--- src/rtl/lft_pkg.sv ---
// Constants and types for the LF transponder link block.
// Assumes one 100 MHz clock and configuration inputs held stable while the link runs.
package lft_pkg;

    // ------------------------------------------------------------
    // Timing
    // ------------------------------------------------------------
    localparam int CLK_MHZ = 100;
    localparam int BOOT_DLY_US = 100;
    localparam int TURN_US = 2000;
    localparam int HALF_BIT_NS = 128000;
    localparam int ERR_HALF_US = 500;
    localparam int EOF_US = 1000;
    localparam int BOOT_CYC = BOOT_DLY_US * CLK_MHZ;
    localparam int TURN_CYC = TURN_US * CLK_MHZ;
    localparam int HALF_BIT_CYC = HALF_BIT_NS * CLK_MHZ / 1000;
    localparam int ERR_HALF_CYC = ERR_HALF_US * CLK_MHZ;
    localparam int EOF_CYC = EOF_US * CLK_MHZ;
    localparam int ERR_PERIODS = 8;
    localparam logic [4:0] ERR_HALVES_LAST = 5'h0F;
    localparam int TMR_W = 18;

    // ------------------------------------------------------------
    // Framing
    // ------------------------------------------------------------
    localparam logic [7:0] RSP_HDR = 8'hFE;
    localparam logic [7:0] HDR_PAT = 8'hAA;
    localparam logic [3:0] COMMAND_CHECK_NIBBLE_POLY = 4'h3;
    localparam logic [7:0] CRC8_POLY = 8'h07;
    localparam logic [7:0] CRC8_INIT = 8'h00;
    localparam logic UL_MANCHESTER = 1'b0;
    localparam logic [3:0] ERR_NONE = 4'h0;
    localparam logic [3:0] ERR_CMD_CHK = 4'h1;
    localparam logic [3:0] ERR_CRC = 4'h2;
    localparam logic [3:0] ERR_FRAME = 4'h3;

    // ------------------------------------------------------------
    // Types
    // ------------------------------------------------------------
    typedef enum logic [1:0] {
        BINARY_PULSE_LENGTH_CODING = 2'b00,
        QUAD_PULSE_LENGTH_CODING = 2'b01,
        DAMPED_PHASE_CODING = 2'b10
    } lft_dl_type;

    typedef enum logic [1:0] {
        SRC_HDR = 2'b00, SRC_PAY = 2'b01, SRC_CRC = 2'b10, SRC_END = 2'b11
    } lft_src_type;

    typedef enum logic [2:0] {
        ST_BOOT = 3'b000, ST_INIT = 3'b001, ST_HEADER = 3'b010, ST_RX = 3'b011,
        ST_TURN = 3'b100, ST_TX = 3'b101, ST_ERR = 3'b110, ST_APP = 3'b111
    } lft_state_type;

    typedef struct packed {
        logic detection_header_enable;
        logic [1:0] downlink_coding_select;
        logic uplink_coding_select;
        logic [7:0] plm_thr;
    } lft_cfg_type;

    typedef struct packed {
        logic field_ack;
        logic clk_low_power;
        logic vec_boot;
        logic wdt_on;
        logic link_ready;
    } lft_mode_type;

    typedef struct packed {
        logic [3:0] cmd;
        logic [7:0] nbytes;
    } lft_req_type;

    typedef struct packed {
        logic [7:0] data;
        logic last;
    } lft_rsp_type;

    typedef struct packed {
        lft_state_type state;
        logic [TMR_W-1:0] tmr;
        logic [TMR_W-1:0] hb;
        logic ph;
        logic damp;
        logic [7:0] txsh;
        logic [2:0] txcnt;
        lft_src_type src;
        logic last;
        logic [7:0] txcrc;
        logic [9:0] plen;
        logic [7:0] sh;
        logic [2:0] nbit;
        logic first;
        logic sof;
        logic gap;
        logic [3:0] cmd;
        logic [7:0] nbytes;
        logic [7:0] crc;
        logic [3:0] err;
        logic [4:0] errcnt;
        logic [7:0] status;
        logic [7:0] rxb;
        logic rx_vld;
        logic req_vld;
        logic rsp_rdy;
        lft_mode_type mode;
        logic app;
    } lft_st_type;

endpackage

--- src/rtl/lft_link.sv ---
// LF transponder link: start-up path, downlink decoder, framer and uplink encoder.
// Assumes a field envelope and the 125 kHz field clock arriving asynchronously,
// and an upstream source supplying response payload bytes on request.
// Notes on behaviour
// Any reset returns all state to initial values and restarts the start-up path.
// After the post-reset delay, check the field; if present run transponder path.
// No field at start-up: exit to application, no transponder initialisation.
// Enhanced-mode detection step is skipped; it has no effect here.
// Entering transponder mode sets field ack, low power, boot vectors, watchdog, link.
// Optional header: Manchester 1010 repeated until the base station makes a gap.
// Base station keys the field on/off; binary mode gives one bit per pulse.
// Quad mode decodes each pulse length into two bits.
// Damped mode: send Manchester zeros; gap in undamped half means one.
// Uplink damps coil to half amplitude, coded Manchester or biphase.
// Session is request, two millisecond pause, then response.
// Base station starts every session; response only after a good request.
// Any error answers with a fixed one kilohertz damping waveform.
// Error cause is kept for a later status request.
// Request starts with a four-bit command and its four-bit check nibble.
// Payload is optional; its CRC8 byte follows only when payload exists.
// Every response starts with header byte FE, then payload and CRC8.
// Uplink select zero is Manchester, one is biphase.
// Downlink select 00 binary, 01 quad, 10 damped phase.
// Header enable bit includes the detection header in start-up.
// Command check or payload CRC mismatch is an error with recorded cause.
`timescale 1ns/10ps
module lft_link import lft_pkg::*; #(
    parameter int unsigned P_BOOT_CYC = BOOT_CYC,
    parameter int unsigned P_TURN_CYC = TURN_CYC,
    parameter int unsigned P_HALF_BIT_CYC = HALF_BIT_CYC,
    parameter int unsigned P_ERR_HALF_CYC = ERR_HALF_CYC,
    parameter int unsigned P_EOF_CYC = EOF_CYC
) (
    // Clock and reset
    input wire logic i_ref_clk,
    input wire logic i_rstn,
    // Field front end
    input wire logic i_field,
    input wire logic i_lf_clk,
    output logic o_damp,
    // Configuration
    input wire lft_cfg_type i_cfg,
    // Start-up result
    output lft_mode_type o_mode,
    output logic o_app_exit,
    // Request side
    output logic o_rx_valid,
    output logic [7:0] o_rx_byte,
    output logic o_req_valid,
    output lft_req_type o_req,
    output logic [7:0] o_status,
    // Response side
    input wire logic i_rsp_valid,
    input wire lft_rsp_type i_rsp,
    output logic o_rsp_ready
);

    // ------------------------------------------------------------
    // Helpers
    // ------------------------------------------------------------
    function automatic logic hit(input logic [TMR_W-1:0] t, input int unsigned n);
        return t == TMR_W'(n - 1);
    endfunction

    function automatic logic [3:0] command_check_nibble(input logic [3:0] d);
        logic [3:0] c;
        c = 4'h0;
        for (int i = 3; i >= 0; i--) begin
            c = {c[2:0], 1'b0} ^ ((c[3] ^ d[i]) ? COMMAND_CHECK_NIBBLE_POLY : 4'h0);
        end
        return c;
    endfunction

    function automatic logic [7:0] crc8(input logic [7:0] c0, input logic [7:0] d);
        logic [7:0] c;
        c = c0;
        for (int i = 7; i >= 0; i--) begin
            c = {c[6:0], 1'b0} ^ ((c[7] ^ d[i]) ? CRC8_POLY : 8'h00);
        end
        return c;
    endfunction

    function automatic logic [1:0] plm_dec(input logic [9:0] len, input logic [7:0] thr,
                                           input logic quad);
        logic [9:0] t;
        t = {2'b00, thr};
        if (!quad) begin
            plm_dec = {1'b0, len > t};
        end else if (len < t) begin
            plm_dec = 2'b00;
        end else if (len < (t << 1)) begin
            plm_dec = 2'b01;
        end else if (len < 10'(t * 3)) begin
            plm_dec = 2'b10;
        end else begin
            plm_dec = 2'b11;
        end
    endfunction

    // Next coil level for the half bit now starting
    function automatic logic ul_level(input logic biph, input logic b, input logic ph,
                                      input logic cur);
        if (!biph) begin
            return ph ? ~b : b;
        end
        return ph ? (b ? cur : ~cur) : ~cur;
    endfunction

    function automatic lft_st_type rx_clear(input lft_st_type s);
        lft_st_type r;
        r = s;
        r.state = ST_RX;
        r.first = 1'b1;
        r.sof = 1'b0;
        r.gap = 1'b0;
        r.nbit = 3'h0;
        r.nbytes = 8'h00;
        r.crc = CRC8_INIT;
        r.err = ERR_NONE;
        r.plen = 10'h000;
        r.tmr = '0;
        r.hb = '0;
        r.ph = 1'b0;
        r.damp = 1'b0;
        return r;
    endfunction

    // ------------------------------------------------------------
    // Input synchronisers
    // ------------------------------------------------------------
    logic [1:0] fs_r;
    logic [1:0] lfs_r;
    logic fld_d_r;
    logic lf_d_r;
    logic fld;
    logic fld_fall;
    logic lf_rise;

    always_ff @(posedge i_ref_clk or negedge i_rstn) begin
        if (!i_rstn) begin
            fs_r <= 2'b00;
            lfs_r <= 2'b00;
            fld_d_r <= 1'b0;
            lf_d_r <= 1'b0;
        end else begin
            fs_r <= {fs_r[0], i_field};
            lfs_r <= {lfs_r[0], i_lf_clk};
            fld_d_r <= fs_r[1];
            lf_d_r <= lfs_r[1];
        end
    end

    assign fld = fs_r[1];
    assign fld_fall = fld_d_r & ~fs_r[1];
    assign lf_rise = lfs_r[1] & ~lf_d_r;

    // ------------------------------------------------------------
    // Link controller
    // ------------------------------------------------------------
    lft_st_type st_r;
    lft_st_type st_nxt;
    logic hb_tick;
    logic push;
    logic k2;
    logic [1:0] v;
    logic [7:0] b;
    logic [3:0] cnt;
    logic [3:0] e;

    assign hb_tick = hit(st_r.hb, P_HALF_BIT_CYC);

    always_comb begin
        st_nxt = st_r;
        push = 1'b0;
        k2 = 1'b0;
        v = 2'b00;
        b = 8'h00;
        cnt = 4'h0;
        e = ERR_NONE;
        st_nxt.rx_vld = 1'b0;
        st_nxt.req_vld = 1'b0;
        st_nxt.rsp_rdy = 1'b0;
        st_nxt.hb = hb_tick ? '0 : st_r.hb + 1'b1;
        unique case (st_r.state)
            ST_BOOT: begin
                st_nxt.tmr = st_r.tmr + 1'b1;
                if (hit(st_r.tmr, P_BOOT_CYC)) begin
                    st_nxt.tmr = '0;
                    // Enhanced-mode step skipped (see)
                    st_nxt.state = fld ? ST_INIT : ST_APP;
                    st_nxt.app = ~fld;
                end
            end
            ST_INIT: begin
                st_nxt.mode = '1;
                st_nxt = rx_clear(st_nxt);
                if (i_cfg.detection_header_enable) begin
                    st_nxt.state = ST_HEADER;
                    st_nxt.txsh = HDR_PAT;
                    st_nxt.txcnt = 3'h0;
                end
            end
            ST_HEADER: begin
                if (fld_fall) begin
                    st_nxt = rx_clear(st_nxt);
                end else if (hb_tick) begin
                    st_nxt.damp = ul_level(UL_MANCHESTER, st_r.txsh[7], st_r.ph, st_r.damp);
                    st_nxt.ph = ~st_r.ph;
                    if (st_r.ph) begin
                        st_nxt.txcnt = st_r.txcnt + 1'b1;
                        st_nxt.txsh = (st_r.txcnt == 3'h7) ? HDR_PAT : {st_r.txsh[6:0], 1'b0};
                    end
                end
            end
            ST_RX: begin
                st_nxt.tmr = fld ? st_r.tmr + 1'b1 : '0;
                if (fld && lf_rise && st_r.plen != 10'h3FF) begin
                    st_nxt.plen = st_r.plen + 1'b1;
                end
                if (i_cfg.downlink_coding_select == DAMPED_PHASE_CODING) begin
                    if (fld_fall && st_r.ph) begin
                        st_nxt.gap = 1'b1;
                    end
                    if (hb_tick) begin
                        st_nxt.damp = ul_level(UL_MANCHESTER, 1'b0, st_r.ph, st_r.damp);
                        st_nxt.ph = ~st_r.ph;
                        if (st_r.ph) begin
                            st_nxt.gap = 1'b0;
                            st_nxt.sof = st_r.sof | st_r.gap;
                            push = st_r.sof;
                            v = {1'b0, st_r.gap | (fld_fall & st_r.ph)};
                        end
                    end
                end else if (fld_fall) begin
                    st_nxt.plen = 10'h000;
                    push = st_r.plen != 10'h000;
                    k2 = i_cfg.downlink_coding_select == QUAD_PULSE_LENGTH_CODING;
                    v = plm_dec(st_r.plen, i_cfg.plm_thr, k2);
                end
                if (push) begin
                    b = k2 ? {st_r.sh[5:0], v} : {st_r.sh[6:0], v[0]};
                    cnt = {1'b0, st_r.nbit} + (k2 ? 4'h2 : 4'h1);
                    st_nxt.sh = b;
                    st_nxt.nbit = cnt[2:0];
                    if (cnt[3] && st_r.first) begin
                        st_nxt.first = 1'b0;
                        st_nxt.cmd = b[7:4];
                        if (command_check_nibble(b[7:4]) != b[3:0] && st_r.err == ERR_NONE) begin
                            st_nxt.err = ERR_CMD_CHK;
                        end
                    end else if (cnt[3]) begin
                        st_nxt.rx_vld = 1'b1;
                        st_nxt.rxb = b;
                        st_nxt.crc = crc8(st_r.crc, b);
                        st_nxt.nbytes = st_r.nbytes + 1'b1;
                    end
                end
                if (fld && hit(st_r.tmr, P_EOF_CYC)) begin
                    if (st_r.first) begin
                        st_nxt = rx_clear(st_nxt);
                    end else begin
                        e = st_r.err;
                        if (e == ERR_NONE && st_r.nbit != 3'h0 &&
                            i_cfg.downlink_coding_select != DAMPED_PHASE_CODING) begin
                            e = ERR_FRAME;
                        end else if (e == ERR_NONE && st_r.nbytes != 8'h00 &&
                                     st_r.crc != 8'h00) begin
                            e = ERR_CRC;
                        end
                        st_nxt.err = e;
                        st_nxt.status = {st_r.cmd, e};
                        st_nxt.req_vld = e == ERR_NONE;
                        st_nxt.state = ST_TURN;
                        st_nxt.tmr = '0;
                        st_nxt.damp = 1'b0;
                    end
                end
            end
            ST_TURN: begin
                st_nxt.tmr = st_r.tmr + 1'b1;
                if (hit(st_r.tmr, P_TURN_CYC)) begin
                    st_nxt.tmr = '0;
                    st_nxt.errcnt = 5'h00;
                    st_nxt.hb = '0;
                    st_nxt.ph = 1'b0;
                    st_nxt.txcnt = 3'h0;
                    st_nxt.txsh = RSP_HDR;
                    st_nxt.src = SRC_HDR;
                    st_nxt.state = (st_r.err == ERR_NONE) ? ST_TX : ST_ERR;
                end
            end
            ST_TX: begin
                if (hb_tick && !st_r.ph && st_r.src == SRC_END) begin
                    // Leave only after the last half bit has run its full length
                    st_nxt = rx_clear(st_nxt);
                end else if (hb_tick) begin
                    // Coil damped to half amplitude while high (see)
                    st_nxt.damp = ul_level(i_cfg.uplink_coding_select, st_r.txsh[7], st_r.ph,
                                           st_r.damp);
                    st_nxt.ph = ~st_r.ph;
                    if (st_r.ph) begin
                        st_nxt.txcnt = st_r.txcnt + 1'b1;
                        st_nxt.txsh = {st_r.txsh[6:0], 1'b0};
                        if (st_r.txcnt == 3'h7) begin
                            if (st_r.src != SRC_CRC && i_rsp_valid &&
                                (st_r.src == SRC_HDR || !st_r.last)) begin
                                st_nxt.txsh = i_rsp.data;
                                st_nxt.last = i_rsp.last;
                                st_nxt.rsp_rdy = 1'b1;
                                st_nxt.src = SRC_PAY;
                                st_nxt.txcrc = crc8((st_r.src == SRC_HDR) ? CRC8_INIT :
                                                    st_r.txcrc, i_rsp.data);
                            end else if (st_r.src == SRC_PAY) begin
                                st_nxt.txsh = st_r.txcrc;
                                st_nxt.src = SRC_CRC;
                            end else begin
                                st_nxt.src = SRC_END;
                            end
                        end
                    end
                end
            end
            ST_ERR: begin
                st_nxt.tmr = st_r.tmr + 1'b1;
                if (hit(st_r.tmr, P_ERR_HALF_CYC)) begin
                    st_nxt.tmr = '0;
                    st_nxt.damp = ~st_r.damp;
                    st_nxt.errcnt = st_r.errcnt + 1'b1;
                    if (st_r.errcnt == ERR_HALVES_LAST) begin
                        st_nxt = rx_clear(st_nxt);
                    end
                end
            end
            ST_APP: begin
                st_nxt.app = 1'b1;
            end
        endcase
    end

    always_ff @(posedge i_ref_clk or negedge i_rstn) begin
        if (!i_rstn) begin
            st_r <= '0;
        end else begin
            st_r <= st_nxt;
        end
    end

    assign o_damp = st_r.damp;
    assign o_mode = st_r.mode;
    assign o_app_exit = st_r.app;
    assign o_rx_valid = st_r.rx_vld;
    assign o_rx_byte = st_r.rxb;
    assign o_req_valid = st_r.req_vld;
    assign o_req = {st_r.cmd, st_r.nbytes};
    assign o_status = st_r.status;
    assign o_rsp_ready = st_r.rsp_rdy;
endmodule

--- config.mk ---
export PLATFORM = sky130hd
export DESIGN_NAME = lft_link
export DESIGN_NICKNAME = d
export VERILOG_FILES = /design/src/rtl/lft_pkg.sv /design/src/rtl/lft_link.sv
export SDC_FILE = /design/constraint.sdc
export NUM_CORES = 1
export LEC_CHECK = 0
export BUFFER_PORTS_ARGS = -buffer_cell sky130_fd_sc_hd__buf_2
export CELL_PAD_IN_SITES_DETAIL_PLACEMENT = 2
export CELL_PAD_IN_SITES_GLOBAL_PLACEMENT = 2
export CORE_ASPECT_RATIO = 0.5
export CORE_MARGIN = 2
export CORE_UTILIZATION = 38
export CTS_CLUSTER_DIAMETER = 200
export DETAILED_ROUTE_END_ITERATION = 16
export PLACE_DENSITY_LB_ADDON = 0.1
export SLEW_MARGIN = 20
export SYNTH_ARGS = -nofsm -noshare
export SYNTH_HDL_FRONTEND = slang
export SYNTH_SLANG_ARGS = --single-unit
--- constraint.sdc ---
create_clock -name i_ref_clk -period 3.76 [get_ports i_ref_clk]
set_input_delay 0.188 -clock i_ref_clk [delete_from_list [all_inputs] [get_ports i_ref_clk]]
set_output_delay 0.188 -clock i_ref_clk [all_outputs]
set_load 0.02 [all_outputs]
==> results of run 1 <==
-- registers in the layout, summed over array words and instances, names as in the netlist, 2 cells and up --
signal / cells
st_r: 102
o_req: 12
o_rx_byte: 8
o_status: 8
fs_r: 2
lfs_r: 2
-- synthesized netlist by cell type (all sizes together) (9+ instances only) --
master  count  area (um^2)
xor2       55          482
xnor2      45          394
a31oi      10         62.6
nand2     101          379
ha         48          601
mux2i      18          180
nor4       12         87.6
a21o        9         67.6
o21ai      56          288
nor2b      13         83.8
nor2      134          513
nor3       16         96.4
clkbuf     22         83.8
nand2b      9         56.3
inv        29          109
a21oi      71          363
nand3      51          273
buf        42          297
dfrtp     142         3550
and3       22          138
-- critical path, delay by kind of cell (launching register included) --
family	cells	cell delay, ns
and+or+nand+nor	10	2.03
DFF	1	0.39
adders and majority gates	2	0.47
AOI/OAI and AO/OA	1	0.34
xor gates and xnor gates	1	0.17
-- power by group --
part	switching, mW	internal, mW	leakage (nW)	total, mW
Clock	0.757	1.01	0.282	1.76
Sequential	0.205	1.68	1.90	1.89
Combinational	1.46	0.852	2.61	2.31
-- path summary, 6_finish.rpt --
check	endpoint	slack, ns
max	st_r[132]	0.24
min	st_r[85]	0.18
max reg2reg	st_r[132]	0.24
min reg2reg	fs_r[1]	0.36
max in group asynchronous	st_r[91]	2.48
min in group asynchronous	st_r[127]	0.37
-- through the flow --
stage / area, um^2 / utilization [%] / TNS [ns]
2_1_floorplan: 9050 / - / 0
3_3_place_gp: 9690 / 42.0 / -0.0794
3_5_place_dp: 9690 / 42.0 / -0.621
4_1_cts: 10300 / 44.7 / 0
5_1_grt: 10300 / 44.8 / 0
6_report: 10300 / 44.8 / 0
-- logic make-up after synthesis --
| group | count (synthesis) |
|---|---|
| compound gates | 196 |
| mux | 21 |
| flops | 142 |
| xor+xnor | 102 |
| fa+ha+maj | 50 |
| simple gates | 407 |
| buf+inv | 93 |
-- area by class of cell --
| cell class | instances | area share [%] |
|---|---|---|
| clock buffers | 19 | 4.28 |
| clock inverters | 13 | 1.48 |
| inverters | 29 | 1.05 |
| multi-input cells | 776 | 48.6 |
| flip-flops and latches | 142 | 34.4 |
| well taps | 307 | 3.71 |
| repair buffers | 108 | 6.47 |
-- repair_timing --
item,in CTS,in global routing
endpoints found under the hold margin,82,0
endpoints found under the setup margin,0,8
resized for setup,0,3
hold buffers,4,0
-- routing by layer --
metal	GRT usage, %	up-vias
met1	30.9	3840
met5	0	-
li1	-	3617
met4	6.08	0
met3	4.05	26
met2	38.6	78
-- placed cells by master, fill, tap and decap left out, drive strengths merged, types with 5 or more instances in the layout --
cell type and instances:
a21oi 71, o31ai 5, or2 6, nand2b 9, nand2 101, dfrtp 142, and3 22, nor4 12
o21ai 56, a31oi 10, buf 104, o211ai 5, or3 8, nand3 51, nor3 16, inv 34
nand4 7, mux2i 18, xor2 55, clkbuf 19, xnor2 45, nand3b 5, o21a 5, nor2 134
nor2b 13, a21o 9, ha 48
==> results.toml, run 1 <==
[outcome]
status = "finished clean"

[sta]
hold_viol = 0
period_share_pct = 93.7
fin_skew_ns = 0.0137
slew_headroom_pct = 40.5
setup_violations = 0
fmax_mhz = 284
tightestPinTransition_ns = 0.891
grt_setup_unrepaired = "false"
layout_min_cycle_time_ns = 3.52
slew_viol_final = 0
fin_ws_ns = 0.237
worst_hold_slack_ns = 0.178

[power_and_ir_drop]
peakVddDrop_uv = 348
p_per_area_nw_per_um2 = 576
leakage_nw = 4.80
power_mw = 5.96

[logic_synthesis]
synth_edf_count = 0
synth_cell_types = 80
synth_async_sr_flop_share_pct = 100
synth_fa_ha_area_share_pct = 7.07
synth_compound_area_share_pct = 13.7
synth.mux.area_fraction_pct = 2.36
syn_area_um2 = 9050
syn-instance-count = 1011
yosys.area_share.simple_pct = 22.1
synthXorXnorAreaFrac_pct = 10.2
synth_nets = 1087
synth_top_family_by_area = "simple AND/OR/NAND/NOR gates"
syn_area_per_cell_um2 = 8.96
synth_flop_cell = "dfrtp_1"
ys_seq_area_share_pct = 39.2
yosys_warnings = 0
ys_seq_elements = 142

[clock_tree]
cts_setup_buffers = 0
clockBufferDepth = 2
path_clk_slew_ns = 0.07
numCtsBuffers = 17
cts_sinks = 142
insertion_delay_ns = 0.45
root_buffer = "clkbuf_16"
cts_tree = "built"
cts.htree.levels = 4

[finish]
diodes = 0
nets = 1150
stdcell_count = 1394
fillerInstances = 2542
area_growth_pct = 14.2
drive_gt1_share_pct = 15.8
multi_input_area_um2 = 5030
seqCellArea_um2 = 3550

[detailed_routing]
drt_wl_total_mm = 27.3
ant_nets = 0
vias = 7561
drtIter0Drc = 395
wl_met2_mm = 13.0
drt-wirelength-per-cell_um = 19.6
drc = 0
top_layer = "met4"
viasPerCell = 5.42
met1_length_mm = 13.3
wl_met3_um = 686
first_pass_iters = 5

[floorplan]
fp-row-count = 39
ios = 64
die_area_um2 = 25200
initial_core_util_pct = 39.2
core_area_um2 = 23100
fp.dieH_um = 113
die_x_um = 222

[setup_path]
crit_path_max_incr_delay_ns = 0.44
critPathRequiredTime_ns = 4.09
r2r-start = "st_r[102]"
start_kind = "register"
worst_setup_path_end_kind = "register"
critPathSlowestCell = "or3_1"
crit_chain = "ha_1 -> and4_4 -> nand3_4 -> nor3_4 -> ha_1 -> nand3_1 -> and3_1 -> a21oi_2 -> nand2_2 -> or3_1 -> nor2_1 -> nand2_1 -> xor2_1 -> nor2_1"
critical_path_class = "register to register"
crit_start = "st_r[102]"
cp.arrival_ns = 3.86
r2r_cells = 14
crit_fanout = 8

[placement]
dp.cells = 1358
hpwl_mm = 20.3
gp_congestion = 0.806
port_buffers = 63
place_ws_ns = -0.282

[global_routing]
grt_pass1_wl_mm = 45.8
grt_pass1_vias = 8412
grt_overflow = 0
grtUsageTotal_pct = 23.0
antenna_found_initial = 0
grt_max_degree = 83

[run]
maxCapViolCount = 0

[worst_hold_path]
hold_depth = 4
min_from = "i_rsp[6]"
hold_path.class = "primary input to register"
Power figures use the tool's default switching activity.
==> run 2, diff against run 1 <==
--- a/config.mk
+++ b/config.mk
@@ -5,7 +5,7 @@
 export SDC_FILE = /design/constraint.sdc
 export NUM_CORES = 1
 export LEC_CHECK = 0
-export BUFFER_PORTS_ARGS = -buffer_cell sky130_fd_sc_hd__buf_2
+export BUFFER_PORTS_ARGS = -buffer_cell sky130_fd_sc_hd__buf_4
 export CELL_PAD_IN_SITES_DETAIL_PLACEMENT = 2
 export CELL_PAD_IN_SITES_GLOBAL_PLACEMENT = 2
 export CORE_ASPECT_RATIO = 0.5
==> results.toml, run 2 (synthesized netlist as in run 1, its figures left out) <==
[outcome]
status = "finished clean"

[floorplan]
fp-row-count = 39
fp.dieH_um = 113
initial_core_util_pct = 39.2
core_area_um2 = 23100
die_x_um = 222
die_area_um2 = 25200
ios = 64

[finish]
regMostFlops = "st_r"
final_cell_area_um2 = 10600
nets = 1148
largest_reg_flops = 102
multi_input_area_um2 = 5030
mostFrequentLayoutCells = "142 x dfrtp_1, 132 x nor2_1, 100 x buf_4"
layout_commonest_cell = "dfrtp_1"
seqCellArea_um2 = 3550
final_util_pct = 45.7
stdcell_count = 1392
diodes = 0
drive_gt1_share_pct = 15.6
area_growth_pct = 16.5
fillerInstances = 2484

[detailed_routing]
drt_wl_total_mm = 28.2
viasPerCell = 5.47
drc = 0
first_pass_iters = 4
vias = 7616
drtIter0Drc = 424
ant_nets = 0
drt-wirelength-per-cell_um = 20.2

[setup_path]
r2r-start = "st_r[102]"
crit_fanout = 8
critPathRequiredTime_ns = 4.13
cp.arrival_ns = 3.89
reg2reg_slack_ns = 0.25
r2r_end = "st_r[133]"
start_kind = "register"
r2r_cells = 17
worst_setup_path_end_kind = "register"
critical_path_class = "register to register"

[clock_tree]
cts.htree.levels = 4
cts_tree = "built"
clockBufferDepth = 2
path_clk_slew_ns = 0.06
cts_sinks = 142
root_buffer = "clkbuf_16"
numCtsBuffers = 17
insertion_delay_ns = 0.45

[worst_hold_path]
hold_depth = 3
hold_end = "st_r[84]"
hold_path.class = "primary input to register"
min_from = "i_rsp[7]"

[placement]
hpwl_mm = 20.5
dpl_cell_area_um2 = 9830
dp.cells = 1354
gp_congestion = 0.789
port_buffers = 63

[sta]
setup_violations = 0
slew_headroom_pct = 31.7
hold_viol = 0
tightestPinTransition_ns = 1.02
fin_skew_ns = 0.0108
grt_setup_unrepaired = "false"
layout_min_cycle_time_ns = 3.51
fmax_mhz = 285
slew_viol_final = 0
period_share_pct = 93.5
worst_hold_slack_ns = 0.144

[run]
maxCapViolCount = 0

[global_routing]
antenna_found_initial = 0
grt_pass1_wl_mm = 47.0
grt_max_degree = 80
grt_overflow = 0
grtUsageTotal_pct = 23.7
grt_pass1_vias = 8549

[power_and_ir_drop]
power_mw = 6.18
peakVddDrop_uv = 452
p_per_area_nw_per_um2 = 586
leakage_nw = 4.86
==> run 2: cell types whose count changed in the layout (fill, tap and decap cells not counted) <==
| cell | previous run | this run |
|---|---|---|
| nand2_1 | 100 | 99 |
| clkinv_4 | 3 | 1 |
| a21oi_1 | 68 | 69 |
| clkbuf_1 | 1 | 2 |
| buf_4 | 41 | 100 |
| clkinv_2 | 0 | 1 |
| buf_12 | 0 | 1 |
| a21oi_2 | 3 | 2 |
| nand2_2 | 1 | 2 |
| clkinvlp_4 | 3 | 1 |
| bufinv_16 | 2 | 5 |
| inv_6 | 5 | 4 |
| buf_2 | 62 | 0 |
==> run 2: metal layers <==
metal	part of all wire, %	wire, um	vias up	GRT usage [%]
met4	1.5	429	0	7.12
met2	48	13400	76	40.3
met3	2.5	715	33	4.15
li1	-	-	3619	-
met5	0	0	-	0
met1	48	13600	3888	31.2
==> run 2: what timing repair did <==
action                                  4_1_cts  5_1_grt
hold endpoints to repair                     81        0
gates resized for setup                       0        3
endpoints found under the setup margin        0        9
hold buffers                                  4        0
buffers inserted                              0        2
==> run 2: worst max-delay path by stage <==
stage | from | to | slack [ns] | depth (start not counted)
after floorplan | i_cfg[1] | st_r[36] | 0.09 | 18
after global placement | i_cfg[1] | st_r[36] | -0.07 | 19
after detailed placement | i_cfg[1] | st_r[36] | -0.20 | 19
after CTS | st_r[102] | st_r[133] | 0.1 | 17
after global routing | st_r[102] | st_r[133] | 0.01 | 17
final | st_r[102] | st_r[133] | 0.25 | 17
==> run 2: stage by stage <==
step / setup slack [ns] / setup TNS (ns)
5_1_grt: 0.0107 / 0
4_1_cts: 0.0976 / 0
3_3_place_gp: -0.0720 / -0.0720
6_report: 0.245 / 0
3_5_place_dp: -0.201 / -0.360
2_1_floorplan: 0.0913 / 0
==> run 2: report_power, final <==
group,switching (mW),internal (mW)
Sequential,0.206,1.68
Combinational,1.49,0.863
Clock,0.732,1.20
==> run 2: cell type report <==
cell class,count,share of cell area (%)
clock buffer,20,4.23
sequential,142,33.7
timing repair buffer,106,7.79
inverter,29,1.03
tap,307,3.64
multi-input combinational,776,47.7
clock inverter,12,1.96
==> run 2: worst max-delay path, stage by stage, from the launching register on <==
cell     delay, ns
dfrtp_1       0.40
ha_1          0.25
and4_4        0.28
nand3_4       0.12
nor3_4        0.24
ha_1          0.24
nand3_1       0.11
and3_1        0.26
a21oi_2       0.15
buf_4         0.16
nand2_2       0.11
nor2_1        0.17
nand3_1       0.13
nor3_1        0.26
buf_4         0.19
nand3_1       0.11
xor2_1        0.17
nor2_1        0.10
